## src/tpt_pkg.sv

```systemverilog
// constants, types and register map of the two-channel pwm timer core
package tpt_pkg;
	localparam logic [3:0] ADDR_STATUS     = 4'h0;
	localparam logic [3:0] ADDR_COUNT_HIGH = 4'h1;
	localparam logic [3:0] ADDR_COUNT_LOW  = 4'h2;
	localparam logic [3:0] ADDR_PERIOD_HI  = 4'h3;
	localparam logic [3:0] ADDR_PERIOD_LO  = 4'h4;
	localparam logic [3:0] ADDR_CH0_CTRL   = 4'h5;
	localparam logic [3:0] ADDR_CH0_CMP_HI = 4'h6;
	localparam logic [3:0] ADDR_CH0_CMP_LO = 4'h7;
	localparam logic [3:0] CH_STRIDE       = 4'h3;

	localparam int STAT_FLAG_BIT  = 7;
	localparam int STAT_IE_BIT    = 6;
	localparam int STAT_HALT_BIT  = 5;
	localparam int STAT_CLEAR_BIT = 4;
	localparam int CH_FLAG_BIT    = 7;
	localparam int CH_LINK_BIT    = 5;

	localparam logic [7:0]  STATUS_RESET = 8'h20;
	localparam logic [7:0]  CHCTRL_RESET = 8'h00;
	localparam logic [15:0] PERIOD_RESET = 16'hffff;
	localparam logic [2:0]  DIV_EXT      = 3'h7;

	localparam logic [1:0] ELS_NONE   = 2'h0;
	localparam logic [1:0] ELS_TOGGLE = 2'h1;
	localparam logic [1:0] ELS_CLEAR  = 2'h2;
	localparam logic [1:0] ELS_SET    = 2'h3;

	typedef struct packed {
		logic       flag;
		logic       irq_en;
		logic       linked;
		logic       func;
		logic [1:0] els;
		logic       wrap;
		logic       full;
	} tpt_chctrl_t;
endpackage : tpt_pkg

```

## src/tpt_channel.sv

```systemverilog
// one timer channel: control register, event flag, capture detect, output level
`timescale 1ns/1ps
module tpt_channel
(
	input  wire logic                 clk,
	input  wire logic                 rst,
	input  wire logic                 wr_ctrl,
	input  wire logic                 rd_ctrl,
	input  wire logic [7:0]           wdata,
	input  wire logic                 protect,
	input  wire logic                 is_slave,
	input  wire logic                 cmp_match,
	input  wire logic                 ovf_event,
	input  wire logic                 capture_ok,
	input  wire logic                 pin_sync,
	output tpt_pkg::tpt_chctrl_t      ctrl,
	output logic                      capture_pulse,
	output logic                      pin_out,
	output logic                      pin_oe,
	output logic                      irq
);
	import tpt_pkg::*;

	logic armed;
	logic prev_pin;
	logic next_level;

	////////////////////////////////////////////////////////////////
	// mode decode: linked overrides function select
	wire capture_mode = !is_slave && !ctrl.linked && !ctrl.func && ctrl.els != ELS_NONE;
	wire output_mode  = !is_slave && (ctrl.linked || ctrl.func) && ctrl.els != ELS_NONE;
	wire rise         = pin_sync && !prev_pin;
	wire fall         = !pin_sync && prev_pin;
	wire edge_hit     = (ctrl.els[0] && rise) || (ctrl.els[1] && fall);
	assign capture_pulse = capture_mode && capture_ok && edge_hit;
	wire event_hit    = capture_pulse || (output_mode && cmp_match);
	wire clear_ok     = wr_ctrl && !wdata[CH_FLAG_BIT] && armed && !event_hit && !protect;
	// pulse level is the opposite of what a clear or set compare drives; it is low in toggle mode
	wire pulse_level  = ctrl.els == ELS_CLEAR;
	wire cmp_level    = (ctrl.els == ELS_TOGGLE) ? !pin_out : ctrl.els[0];

	// overflow toggle is checked before compare so it wins a tie
	assign next_level = !output_mode ? ((ctrl.els == ELS_NONE) ? !ctrl.func : pin_out)
		: (ctrl.wrap && ctrl.full) ? pulse_level
		: (ctrl.wrap && ovf_event) ? !pin_out
		: cmp_match ? cmp_level
		: pin_out;

	////////////////////////////////////////////////////////////////
	always_ff @(posedge clk)
	begin
		if (rst)
		begin
			ctrl     <= CHCTRL_RESET;
			armed    <= 1'b0;
			prev_pin <= 1'b0;
			pin_out  <= 1'b0;
			pin_oe   <= 1'b0;
			irq      <= 1'b0;
		end
		else
		begin
			prev_pin <= pin_sync;
			pin_out  <= next_level;
			pin_oe   <= output_mode;
			irq      <= ctrl.flag && ctrl.irq_en;
			if (wr_ctrl)
				ctrl[6:0] <= wdata[6:0];
			// set wins over a clear in the same cycle
			if (event_hit)
				ctrl.flag <= 1'b1;
			else if (clear_ok)
				ctrl.flag <= 1'b0;
			if (event_hit)
				armed <= 1'b0;
			else if (rd_ctrl && ctrl.flag && !protect)
				armed <= 1'b1;
			else if (wr_ctrl && !protect)
				armed <= 1'b0;
		end
	end
endmodule : tpt_channel

```

## src/tpt_core.sv

```systemverilog
// two-channel pwm timer core: counter, prescaler, register port, channel pair
`timescale 1ns/1ps
module tpt_core
(
	input  wire logic       clk,
	input  wire logic       rst,
	input  wire logic [3:0] addr,
	input  wire logic [7:0] wdata,
	input  wire logic       wr,
	input  wire logic       rd,
	output logic [7:0]      rdata,
	input  wire logic       ext_count_clock,
	input  wire logic       pin_direction_bit,
	output logic            ext_clock_pin_oe,
	input  wire logic       channel0_pin_in,
	output logic            channel0_pin_out,
	output logic            channel0_pin_oe,
	input  wire logic       channel1_pin_in,
	output logic            channel1_pin_out,
	output logic            channel1_pin_oe,
	input  wire logic       wait_mode,
	input  wire logic       stop_mode,
	input  wire logic       break_active,
	input  wire logic       break_clear_allow,
	output logic            ovf_irq,
	output logic [1:0]      ch_irq,
	output logic            wake_request
);
	import tpt_pkg::*;

	function automatic logic reg_hit(input logic [3:0] a, input logic [3:0] off);
		return a == off;
	endfunction : reg_hit

	// bus clock divided by 2^sel: tick when the low sel prescaler bits are all ones
	function automatic logic div_tick(input logic [2:0] sel, input logic [5:0] p);
		logic [5:0] mask;
		mask = 6'((7'h01 << sel) - 7'h01);
		return &(p | ~mask);
	endfunction : div_tick

	////////////////////////////////////////////////////////////////
	// pin synchronisers
	logic [2:0] sync_a;
	logic [2:0] sync_b;
	logic       ext_prev;
	wire  [2:0] pins_raw = {ext_count_clock, channel1_pin_in, channel0_pin_in};

	always_ff @(posedge clk)
	begin
		if (rst)
		begin
			sync_a   <= 3'h0;
			sync_b   <= 3'h0;
			ext_prev <= 1'b0;
		end
		else
		begin
			sync_a   <= pins_raw;
			sync_b   <= sync_a;
			ext_prev <= sync_b[2];
		end
	end

	////////////////////////////////////////////////////////////////
	// state
	logic        overflow_flag;
	logic        overflow_irq_enable;
	logic        counter_halt;
	logic [2:0]  clock_divider_select;
	logic        ovf_armed;
	logic [5:0]  presc;
	logic [15:0] count;
	logic [15:0] period_limit;
	logic        period_pending;
	logic [7:0]  low_buf;
	logic        low_latched;
	logic [15:0] cmp [2];
	logic        active_sel;
	logic        last_written;
	tpt_chctrl_t ch_ctrl [2];
	logic [1:0]  ch_capture;
	logic [1:0]  ch_pin_out;
	logic [1:0]  ch_pin_oe;
	logic [1:0]  ch_irq_int;
	logic [7:0]  read_value;

	////////////////////////////////////////////////////////////////
	// register port decode; the cpu cannot reach the block in wait mode
	wire wr_en     = wr && !wait_mode;
	wire rd_en     = rd && !wait_mode;
	wire wr_status = wr_en && reg_hit(addr, ADDR_STATUS);
	wire rd_status = rd_en && reg_hit(addr, ADDR_STATUS);
	wire rd_cnt_hi = rd_en && reg_hit(addr, ADDR_COUNT_HIGH);
	wire rd_cnt_lo = rd_en && reg_hit(addr, ADDR_COUNT_LOW);
	wire wr_per_hi = wr_en && reg_hit(addr, ADDR_PERIOD_HI);
	wire wr_per_lo = wr_en && reg_hit(addr, ADDR_PERIOD_LO);
	wire protect   = break_active && !break_clear_allow;
	wire clr_write = wr_status && wdata[STAT_CLEAR_BIT];
	wire linked    = ch_ctrl[0].linked;

	////////////////////////////////////////////////////////////////
	// prescaler and counter
	wire run        = !counter_halt && !stop_mode && !break_active;
	wire ext_rise   = sync_b[2] && !ext_prev;
	wire tick       = run && ((clock_divider_select == DIV_EXT) ? ext_rise
		: div_tick(clock_divider_select, presc));
	wire [15:0] next_count = (count == period_limit) ? 16'h0000 : 16'(count + 16'h0001);
	wire ovf_event  = tick && !clr_write && next_count == period_limit;
	wire ovf_set    = ovf_event && !period_pending;
	wire ovf_clear  = wr_status && !wdata[STAT_FLAG_BIT] && ovf_armed && !ovf_set && !protect;
	wire [15:0] cmp0_live = (linked && active_sel) ? cmp[1] : cmp[0];
	wire [1:0] ch_match;
	assign ch_match[0] = tick && !clr_write && next_count == cmp0_live;
	assign ch_match[1] = tick && !clr_write && next_count == cmp[1];

	always_ff @(posedge clk)
	begin
		if (rst)
		begin
			presc <= 6'h00;
			count <= 16'h0000;
		end
		else if (clr_write)
		begin
			presc <= 6'h00;
			count <= 16'h0000;
		end
		else
		begin
			if (run)
				presc <= 6'(presc + 6'h01);
			if (tick)
				count <= next_count;
		end
	end

	////////////////////////////////////////////////////////////////
	// status and control register, overflow flag with two-step clear
	always_ff @(posedge clk)
	begin
		if (rst)
		begin
			overflow_flag        <= STATUS_RESET[STAT_FLAG_BIT];
			overflow_irq_enable  <= STATUS_RESET[STAT_IE_BIT];
			counter_halt         <= STATUS_RESET[STAT_HALT_BIT];
			clock_divider_select <= STATUS_RESET[2:0];
			ovf_armed            <= 1'b0;
		end
		else
		begin
			if (wr_status)
			begin
				overflow_irq_enable  <= wdata[STAT_IE_BIT];
				counter_halt         <= wdata[STAT_HALT_BIT];
				clock_divider_select <= wdata[2:0];
			end
			if (ovf_set)
				overflow_flag <= 1'b1;
			else if (ovf_clear)
				overflow_flag <= 1'b0;
			if (ovf_set)
				ovf_armed <= 1'b0;
			else if (rd_status && overflow_flag && !protect)
				ovf_armed <= 1'b1;
			else if (wr_status && !protect)
				ovf_armed <= 1'b0;
		end
	end

	////////////////////////////////////////////////////////////////
	// period limit, counter read latch
	always_ff @(posedge clk)
	begin
		if (rst)
		begin
			period_limit   <= PERIOD_RESET;
			period_pending <= 1'b0;
			low_buf        <= 8'h00;
			low_latched    <= 1'b0;
		end
		else
		begin
			if (wr_per_hi)
			begin
				period_limit[15:8] <= wdata;
				period_pending     <= 1'b1;
			end
			if (wr_per_lo)
			begin
				period_limit[7:0] <= wdata;
				period_pending    <= 1'b0;
			end
			if (rd_cnt_hi && !low_latched)
			begin
				low_buf     <= count[7:0];
				low_latched <= 1'b1;
			end
			else if (rd_cnt_lo)
				low_latched <= 1'b0;
		end
	end

	////////////////////////////////////////////////////////////////
	// channels and their compare registers
	genvar i;
	generate
		for (i = 0; i < 2; i++)
		begin : g_ch
			localparam logic [3:0] BASE = 4'(ADDR_CH0_CTRL + CH_STRIDE * i);
			wire wr_ctrl = wr_en && reg_hit(addr, BASE);
			wire rd_ctrl = rd_en && reg_hit(addr, BASE);
			wire wr_hi   = wr_en && reg_hit(addr, 4'(BASE + 4'h1));
			wire wr_lo   = wr_en && reg_hit(addr, 4'(BASE + 4'h2));
			// only channel 0 owns the link bit
			wire [7:0] ctrl_wdata = (i == 0) ? wdata : (wdata & ~(8'h01 << CH_LINK_BIT));

			tpt_channel u_channel
			(
				.clk           (clk),
				.rst           (rst),
				.wr_ctrl       (wr_ctrl),
				.rd_ctrl       (rd_ctrl),
				.wdata         (ctrl_wdata),
				.protect       (protect),
				.is_slave      ((i == 1) && linked),
				.cmp_match     (ch_match[i]),
				.ovf_event     (ovf_event),
				.capture_ok    (!counter_halt && !break_active),
				.pin_sync      (sync_b[i]),
				.ctrl          (ch_ctrl[i]),
				.capture_pulse (ch_capture[i]),
				.pin_out       (ch_pin_out[i]),
				.pin_oe        (ch_pin_oe[i]),
				.irq           (ch_irq_int[i])
			);

			always_ff @(posedge clk)
			begin
				if (ch_capture[i])
					cmp[i] <= count;
				else if (wr_hi)
					cmp[i][15:8] <= wdata;
				else if (wr_lo)
					cmp[i][7:0] <= wdata;
			end
		end
	endgenerate

	// buffered pair: the member written last takes over at overflow
	wire cmp_written_0 = wr_en && (reg_hit(addr, ADDR_CH0_CMP_HI) || reg_hit(addr, ADDR_CH0_CMP_LO));
	wire cmp_written_1 = wr_en && (reg_hit(addr, 4'(ADDR_CH0_CMP_HI + CH_STRIDE))
		|| reg_hit(addr, 4'(ADDR_CH0_CMP_LO + CH_STRIDE)));

	always_ff @(posedge clk)
	begin
		if (rst || !linked)
		begin
			active_sel   <= 1'b0;
			last_written <= 1'b0;
		end
		else
		begin
			if (cmp_written_1)
				last_written <= 1'b1;
			else if (cmp_written_0)
				last_written <= 1'b0;
			if (ovf_event)
				active_sel <= last_written;
		end
	end

	////////////////////////////////////////////////////////////////
	// read mux, unmapped addresses read zero
	wire [7:0] status_read = {overflow_flag, overflow_irq_enable, counter_halt, 2'b00, clock_divider_select};
	wire [7:0] cnt_lo_read = low_latched ? low_buf : count[7:0];

	always_comb
	begin
		read_value = 8'h00;
		case (addr)
			ADDR_STATUS:                            read_value = status_read;
			ADDR_COUNT_HIGH:                        read_value = count[15:8];
			ADDR_COUNT_LOW:                         read_value = cnt_lo_read;
			ADDR_PERIOD_HI:                         read_value = period_limit[15:8];
			ADDR_PERIOD_LO:                         read_value = period_limit[7:0];
			ADDR_CH0_CTRL:                          read_value = ch_ctrl[0];
			ADDR_CH0_CMP_HI:                        read_value = cmp[0][15:8];
			ADDR_CH0_CMP_LO:                        read_value = cmp[0][7:0];
			4'(ADDR_CH0_CTRL + CH_STRIDE):          read_value = ch_ctrl[1];
			4'(ADDR_CH0_CMP_HI + CH_STRIDE):        read_value = cmp[1][15:8];
			4'(ADDR_CH0_CMP_LO + CH_STRIDE):        read_value = cmp[1][7:0];
			default:                                read_value = 8'h00;
		endcase
	end

	////////////////////////////////////////////////////////////////
	// registered outputs
	always_ff @(posedge clk)
	begin
		if (rst)
		begin
			rdata            <= 8'h00;
			ext_clock_pin_oe <= 1'b0;
			ovf_irq          <= 1'b0;
			wake_request     <= 1'b0;
			channel0_pin_out <= 1'b0;
			channel0_pin_oe  <= 1'b0;
			channel1_pin_out <= 1'b0;
			channel1_pin_oe  <= 1'b0;
			ch_irq           <= 2'h0;
		end
		else
		begin
			rdata            <= rd_en ? read_value : 8'h00;
			ext_clock_pin_oe <= pin_direction_bit && clock_divider_select != DIV_EXT;
			ovf_irq          <= overflow_flag && overflow_irq_enable;
			wake_request     <= (overflow_flag && overflow_irq_enable) || (|ch_irq_int);
			channel0_pin_out <= ch_pin_out[0];
			channel0_pin_oe  <= ch_pin_oe[0];
			channel1_pin_out <= ch_pin_out[1];
			channel1_pin_oe  <= ch_pin_oe[1];
			ch_irq           <= ch_irq_int;
		end
	end
endmodule : tpt_core

```

## config.mk

```make
export PLATFORM = sky130hd
export DESIGN_NAME = tpt_core
export DESIGN_NICKNAME = d
export VERILOG_FILES = /design/src/tpt_pkg.sv /design/src/tpt_channel.sv /design/src/tpt_core.sv
export SDC_FILE = /design/constraint.sdc
export NUM_CORES = 1
export LEC_CHECK = 0
export ABC_AREA = 0
export BUFFER_PORTS_ARGS = -buffer_cell sky130_fd_sc_hd__clkbuf_2
export CAP_MARGIN = 20
export CORE_MARGIN = 4
export CORE_UTILIZATION = 35
export CTS_BUF_LIST = sky130_fd_sc_hd__clkbuf_4 sky130_fd_sc_hd__clkbuf_8
export DETAILED_ROUTE_END_ITERATION = 10
export PLACE_DENSITY = 0.51
export SYNTH_ARGS = -nofsm -noshare
export SYNTH_HDL_FRONTEND = slang
export SYNTH_SLANG_ARGS = --single-unit
```

## constraint.sdc

```tcl
create_clock -name clk -period 4.7 [get_ports clk]
set_input_delay 0.705 -clock clk [delete_from_list [all_inputs] [get_ports clk]]
set_output_delay 0.705 -clock clk [all_outputs]
set_load 0.01 [all_outputs]
```

Yosys cells after proc, flatten, opt, wreduce, memory -nomap -nowiden

Memory sizes are Yosys's and may differ from the RTL's.
Index checks and enable logic that the tools add are counted.

Input port bits: 24
Bits in writable memories: 32
Memories: 1
Output and inout bits: 17
Word-level logic and storage cells: 277
Flip-flop bits (word level): 106

Memories:

| name | words | width | rd ports | clocked after Yosys merged registers in | wr ports | line           | RTL |
|---|---|---|---|---|---|---|---|
| cmp  | 2     | 16    | 2        | 0                                       | 2        | tpt_core.sv:78 | `logic [15:0] cmp [2];` |

Mux-type cells: 55
Bitwise gates (word level): 7
Add/subtract/negate cells: 3
Reductions and logical operators: 139
Eq/ne operators: 22
Shift operators: 1

Operators by type and width:

| operator                | number |
|---|---|
| $pmux W8 S11            | 1 |
| $logic_and A1 B1 Y1     | 82 |
| $eq A16 B16 Y1          | 4 |
| $mux W1                 | 47 |
| $mux W8                 | 5 |
| $mux W16                | 2 |
| $reduce_bool A2 Y1      | 12 |
| $logic_not A1 Y1        | 23 |
| $add A16 B1 Y16 const B | 1 |
| $eq A4 B3 Y1 const B    | 4 |
| $reduce_or A2 Y1        | 7 |
| $eq A4 B4 Y1 const B    | 3 |
| $logic_or A1 B1 Y1      | 9 |
| $eq A4 B2 Y1 const B    | 2 |
| $ne A4 B3 Y1 const B    | 2 |
| $add A6 B1 Y6 const B   | 1 |
| $not A6 Y6              | 1 |
| $or A6 B6 Y6            | 1 |
| $reduce_and A6 Y1       | 1 |
| $shl A1 B3 Y6 const A   | 1 |
| $sub A6 B1 Y6 const B   | 1 |
| $eq A2 B1 Y1 const B    | 2 |
| $eq A2 B2 Y1 const B    | 2 |
| $eq A4 B1 Y1 const B    | 1 |
| 7 further kinds         | 12 |

Longest topological paths before layout

Depth in word-level cells: 16
Gate-level depth with buffers: 14
Gate-level depth less buffers: 11

By module

A second synthesis with hierarchy kept.

Cells, all modules: 893
Area total of the unflattened synthesis: 8105.3 um^2

By module, submodules not included:

| module      | instances | cells each | area each (um^2) | seq. area each (um^2) |
|---|---|---|---|---|
| tpt_core    | 1         | 771        | 6964.2           | 2582.5 |
| tpt_channel | 2         | 61         | 570.5            | 260.2 |

Worst setup path before layout

Ideal clock, no wire load.

Path kind: in2reg
From: input port break_active
To: register g_ch[0].u_channel.pin_out
Setup time: 0.121 ns
Path slack: 1.651 ns
Stages: 10
Buffers on the path: 0
Data arrival time: 2.928 ns
Data required time: 4.579 ns
Path through: nor3_2 > inv_1 > a311oi_1 > o21ai_0 > a2111oi_0 > nand4_2 > nor2_4 > o221ai_1 > o221ai_1 > mux2_2

Longest elaborated chain between the ends: 9

Ends and longest elaborated chain:

| what                  | line                             | RTL |
|---|---|---|
| start, declared       | tpt_core.sv:23                   | `input wire logic break_active,` |
| $logic_not A1 Y1 *    | tpt_core.sv:104                  | `wire run = !counter_halt && !stop_mode && !break_active;` |
| $logic_and A1 B1 Y1 * | tpt_core.sv:104                  |  |
| $logic_and A1 B1 Y1 * | tpt_core.sv:106                  | `wire tick = run && ((clock_divider_select == DIV_EXT) ? ext_rise` |
| $logic_and A1 B1 Y1 * | tpt_core.sv:109, tpt_core.sv:114 |  |
| $logic_and A1 B1 Y1   | tpt_core.sv:109                  | `wire ovf_event = tick && !clr_write && next_count == period_limit;` |
| $logic_and A1 B1 Y1   | tpt_channel.sv:45                | `: (ctrl.wrap && ovf_event) ? !pin_out` |
| $mux W1               | tpt_channel.sv:45                |  |
| $mux W1               | tpt_channel.sv:44                | `: (ctrl.wrap && ctrl.full) ? pulse_level` |
| $mux W1               | tpt_channel.sv:43                | `assign next_level = !output_mode ? ((ctrl.els == ELS_NONE) ? !ctrl.func : pin_out)` |
| end signal, assigned  | tpt_channel.sv:64                | `pin_out <= next_level;` |
| end, declared         | tpt_channel.sv:18                | `output logic pin_out,` |

Every way passes the cells marked *; elsewhere a longest branch is shown, timed or not.
A chain may end at the register's enable or synchronous reset.

Worst setup path in the final report

From: register count[14]
To: register g_ch[0].u_channel.pin_out

Longest elaborated chain between the ends: 8

Ends and longest elaborated chain:

| what                                              | line              | RTL |
|---|---|---|
| start, declared                                   | tpt_core.sv:73    | `logic [15:0] count;` |
| start signal, assigned                            | tpt_core.sv:134   | `count <= next_count;` |
| $add A16 B1 Y16 or $eq A16 B16 Y1 (tied branches) | tpt_core.sv:108   | `wire [15:0] next_count = (count == period_limit) ? 16'h0000 : 16'(count + 16'h0001);` |
| $mux W16 *                                        | tpt_core.sv:108   |  |
| $eq A16 B16 Y1                                    | tpt_core.sv:109   |  |
| $logic_and A1 B1 Y1                               | tpt_core.sv:109   |  |
| $logic_and A1 B1 Y1                               | tpt_channel.sv:45 |  |
| $mux W1                                           | tpt_channel.sv:45 |  |
| $mux W1                                           | tpt_channel.sv:44 |  |
| $mux W1                                           | tpt_channel.sv:43 |  |

Marks and branches as above.

==> flow_summary.json <==
{
  "p_comb_share_pct": 5.7,
  "required_ns": 5.05,
  "ys_types": 82,
  "async_flop_share_pct": 0,
  "worstMarginPinSlew_ns": 1.002,
  "layoutNonFillerInstCount": 1308,
  "ys_warn_count": 0,
  "io_pins": 41,
  "ys_ff_latch": 138,
  "synth_cells": 972,
  "gp_congestion": 0.9272,
  "post_drt_wl_per_cell_microns": 23.30,
  "drtIter0Drc": 936,
  "setup_violations": 0,
  "avgSynthCellArea_sq_um": 8.510,
  "num-nets-final": 1008,
  "grt_pass1_wl_mm": 45.76,
  "synth_commonest_cells": "nand2_1 (123), dfxtp_1 (106), nor2_1 (84)",
  "hpwl_mm": 21.88,
  "critical_path_class": "flop to flop",
  "portBuffers": 40,
  "layout-drive-gt1-share_pct": 14.67,
  "hold_path_depth": 1,
  "routed_via_density": 5.830,
  "synth_top_area_share_pct": 25.65,
  "synthFlopType": "dfxtp_1",
  "skew_ns": 0.01767,
  "syn_area_sq_mm": 0.008272,
  "ff2ff_path_depth": 10,
  "dp_cells": 1276,
  "power_frac_clock_pct": 44.4,
  "num_vias": 7625,
  "placed_area_sq_mm": 0.008731,
  "period_needed_ns": 3.970,
  "finalCritPeriodShare_pct": 84.47,
  "status": "completed",
  "core_area_sq_mm": 0.02292,
  "cp_max_fo": 27,
  "cts-resized-gates": 0,
  "initial_utilization_pct": 36.10,
  "yosysTopAreaCell": "dfxtp_1",
  "fin_setup_tns_ns": 0,
  "power_switching_share_pct": 28.39,
  "synthesis.nets": 998,
  "yosysMostFrequentCell": "nand2_1",
  "max_stage_delay_ns": 1.04,
  "dp_slack_ns": 0.8189,
  "die_area_sq_mm": 0.02616,
  "dr.pass1.iters": 5,
  "synth_edf_count": 32,
  "design_area_sq_mm": 0.009159,
  "top_usage_layer": "met2",
  "critical_path_arrival_ns": 4.32,
  "use_met2_pct": 35.06,
  "route.antenna.remaining_nets": 0,
  "critPathMostFrequentCell": "o221ai_1",
  "power_frac_seq_pct": 49.9,
  "postCtsHoldBufs": 0,
  "grt_max_degree": 53,
  "grt_pass1_vias": 7066,
  "min_path_type": "flop to flop",
  "fin_util_pct": 39.97,
  "irDropWorstVdd_uv": 160.4,
  "yosysSeqAreaShare_pct": 37.27,
  "hold_ws_ns": 0.4333,
  "cts_buffers": 17,
  "rows": 55,
  "clk_latency_ns": 0.47,
  "power.density_mw_per_mm2": 268.5,
  "syn_to_final_growth_pct": 10.72,
  "crit_slowest_cell": "or4_1",
  "power_mw": 2.459,
  "die_x_microns": 161.7,
  "slew_viol_final": 0,
  "synth.area.top_cells": "dfxtp_1 (26%), edfxtp_1 (12%), nand2_1 (5.6%), mux2i_1 (5.1%), mux2_2 (4.4%)",
  "p_leak_nw": 3.407,
  "grtUsageTotal_pct": 23.15,
  "drt_wl_total_mm": 30.48,
  "end_kind": "flop",
  "crit_chain": "xnor2_1 -> o2111ai_1 -> or4_1 -> a211o_1 -> a211oi_2 -> nand4_2 -> nor2_4 -> o221ai_1 -> o221ai_1 -> mux2_2",
  "clock_path_buffers": 2,
  "cts_setup_buffers": 0,
  "p_switching_mw": 0.6981,
  "num_antenna_cells": 0,
  "fmaxAchievable_mhz": 251.9,
  "hold_viol": 0,
  "path_clk_slew_ns": 0.10,
  "met3_usage_pct": 3.958,
  "relSlewSlack_pct": 33.17,
  "grt-ovfl-total": 0,
  "drcViolationCount": 0,
  "rsz0062_at_grt": "no",
  "tritoncts": "built",
  "maxCapViolations": 0,
  "cts_sinks": 138,
  "htree_levels": 4,
  "cellInternalPower_mw": 1.761,
  "start_kind": "flop",
  "antenna_found_initial": 1,
  "fillerInstances": 2323,
  "grtUsageMet1_pct": 33.48,
  "cts-root-buf": "clkbuf_8",
  "chipHeight_microns": 161.7,
  "final.setup.worst_slack_ns": 0.7300
}
critical path: cells and delay by family (launching register included):
kind / cells / cell delay [ns]
simple gates: 3 / 1.51
compound gates: 5 / 1.13
flops: 1 / 0.66
mux: 1 / 0.35
xor+xnor: 1 / 0.21
cell families (layout without fill, tap and decap cells):
kind of cell             Yosys count  count (layout)  share of synthesized area [%]
AO/OA/AOI/OAI                    207             207                          16.99
XOR/XNOR                          53              53                          6.368
adder cells (fa/ha/maj)            2               2                         0.3025
buffers and inverters             86             109                          4.628
flip-flops                       138             138                          37.27
multiplexers                      75              75                          9.575
AND/OR/NAND/NOR                  411             411                          24.87
per-layer routing:
metal	wire length, microns	share of wire (%)	vias up
li1	-	-	3557
met1	13960	46	3682
met2	13290	44	324
met3	2222	7.3	60
met4	995	3.3	2
met5	13	0.043	-
sequential cells by signal, summed over array words and instances (netlist names), 3 cells and up:
register	count
clock_divider_select	3
cmp	32
count	16
g_ch.u_channel.ctrl	15
low_buf	8
period_limit	16
presc	6
rdata	8
sync_a	3
sync_b	3
cells in the final DEF (no fill, tap or decap), types with 5 or more instances in the layout:
master	netlist	layout
a21oi_1	50	50
a221oi_1	12	12
a22oi_1	12	12
a31oi_1	11	11
a32oi_1	6	6
and2_1	8	8
and3_1	10	10
buf_4	4	24
clkbuf_2	3	40
clkbuf_8	0	17
dfxtp_1	106	106
edfxtp_1	32	32
inv_1	12	12
inv_6	0	6
mux2_2	32	32
mux2i_1	42	42
nand2_1	123	123
nand2b_1	13	13
nand3_1	57	57
nand3b_1	5	5
nand4_1	13	13
nand4b_1	5	5
nor2_1	84	84
nor2b_1	29	29
nor3_1	21	21
nor3b_1	7	7
nor4_1	10	10
nor4b_1	5	5
o2111ai_1	5	5
o21a_1	5	5
o21ai_0	43	42
or3_1	7	7
xnor2_1	35	35
xor2_1	13	13
area by class of cell:
cell class / instances / area, sq um / share of cell area [%]
Clock buffer: 17 / 234.0 / 2.555
Clock inverter: 15 / 193.9 / 2.117
Inverter: 13 / 48.80 / 0.5328
Multi-Input combinational cell: 748 / 4827 / 52.70
Sequential cell: 138 / 3083 / 33.66
Tap cell: 313 / 391.6 / 4.276
Timing Repair Buffer: 64 / 380.4 / 4.153
power groups by stage:
stage	Combinational (mW)	Clock [mW]	Sequential (mW)
floorplan	0.0785	0	1.25
global placement	0.138	0	1.25
detailed placement	0.136	0	1.25
CTS	0.137	1.11	1.23
global route	0.148	1.15	1.23
finish	0.140	1.09	1.23
worst paths after layout:
check	startpoint	to	slack (ns)
hold reg to reg	sync_a[2]	sync_b[2]	0.43
hold / removal	sync_a[2]	sync_b[2]	0.43
setup / recovery	count[14]	g_ch[0].u_channel.pin_out	0.73
setup reg to reg	count[14]	g_ch[0].u_channel.pin_out	0.73
No activity file was read; power rests on OpenSTA's default activity.
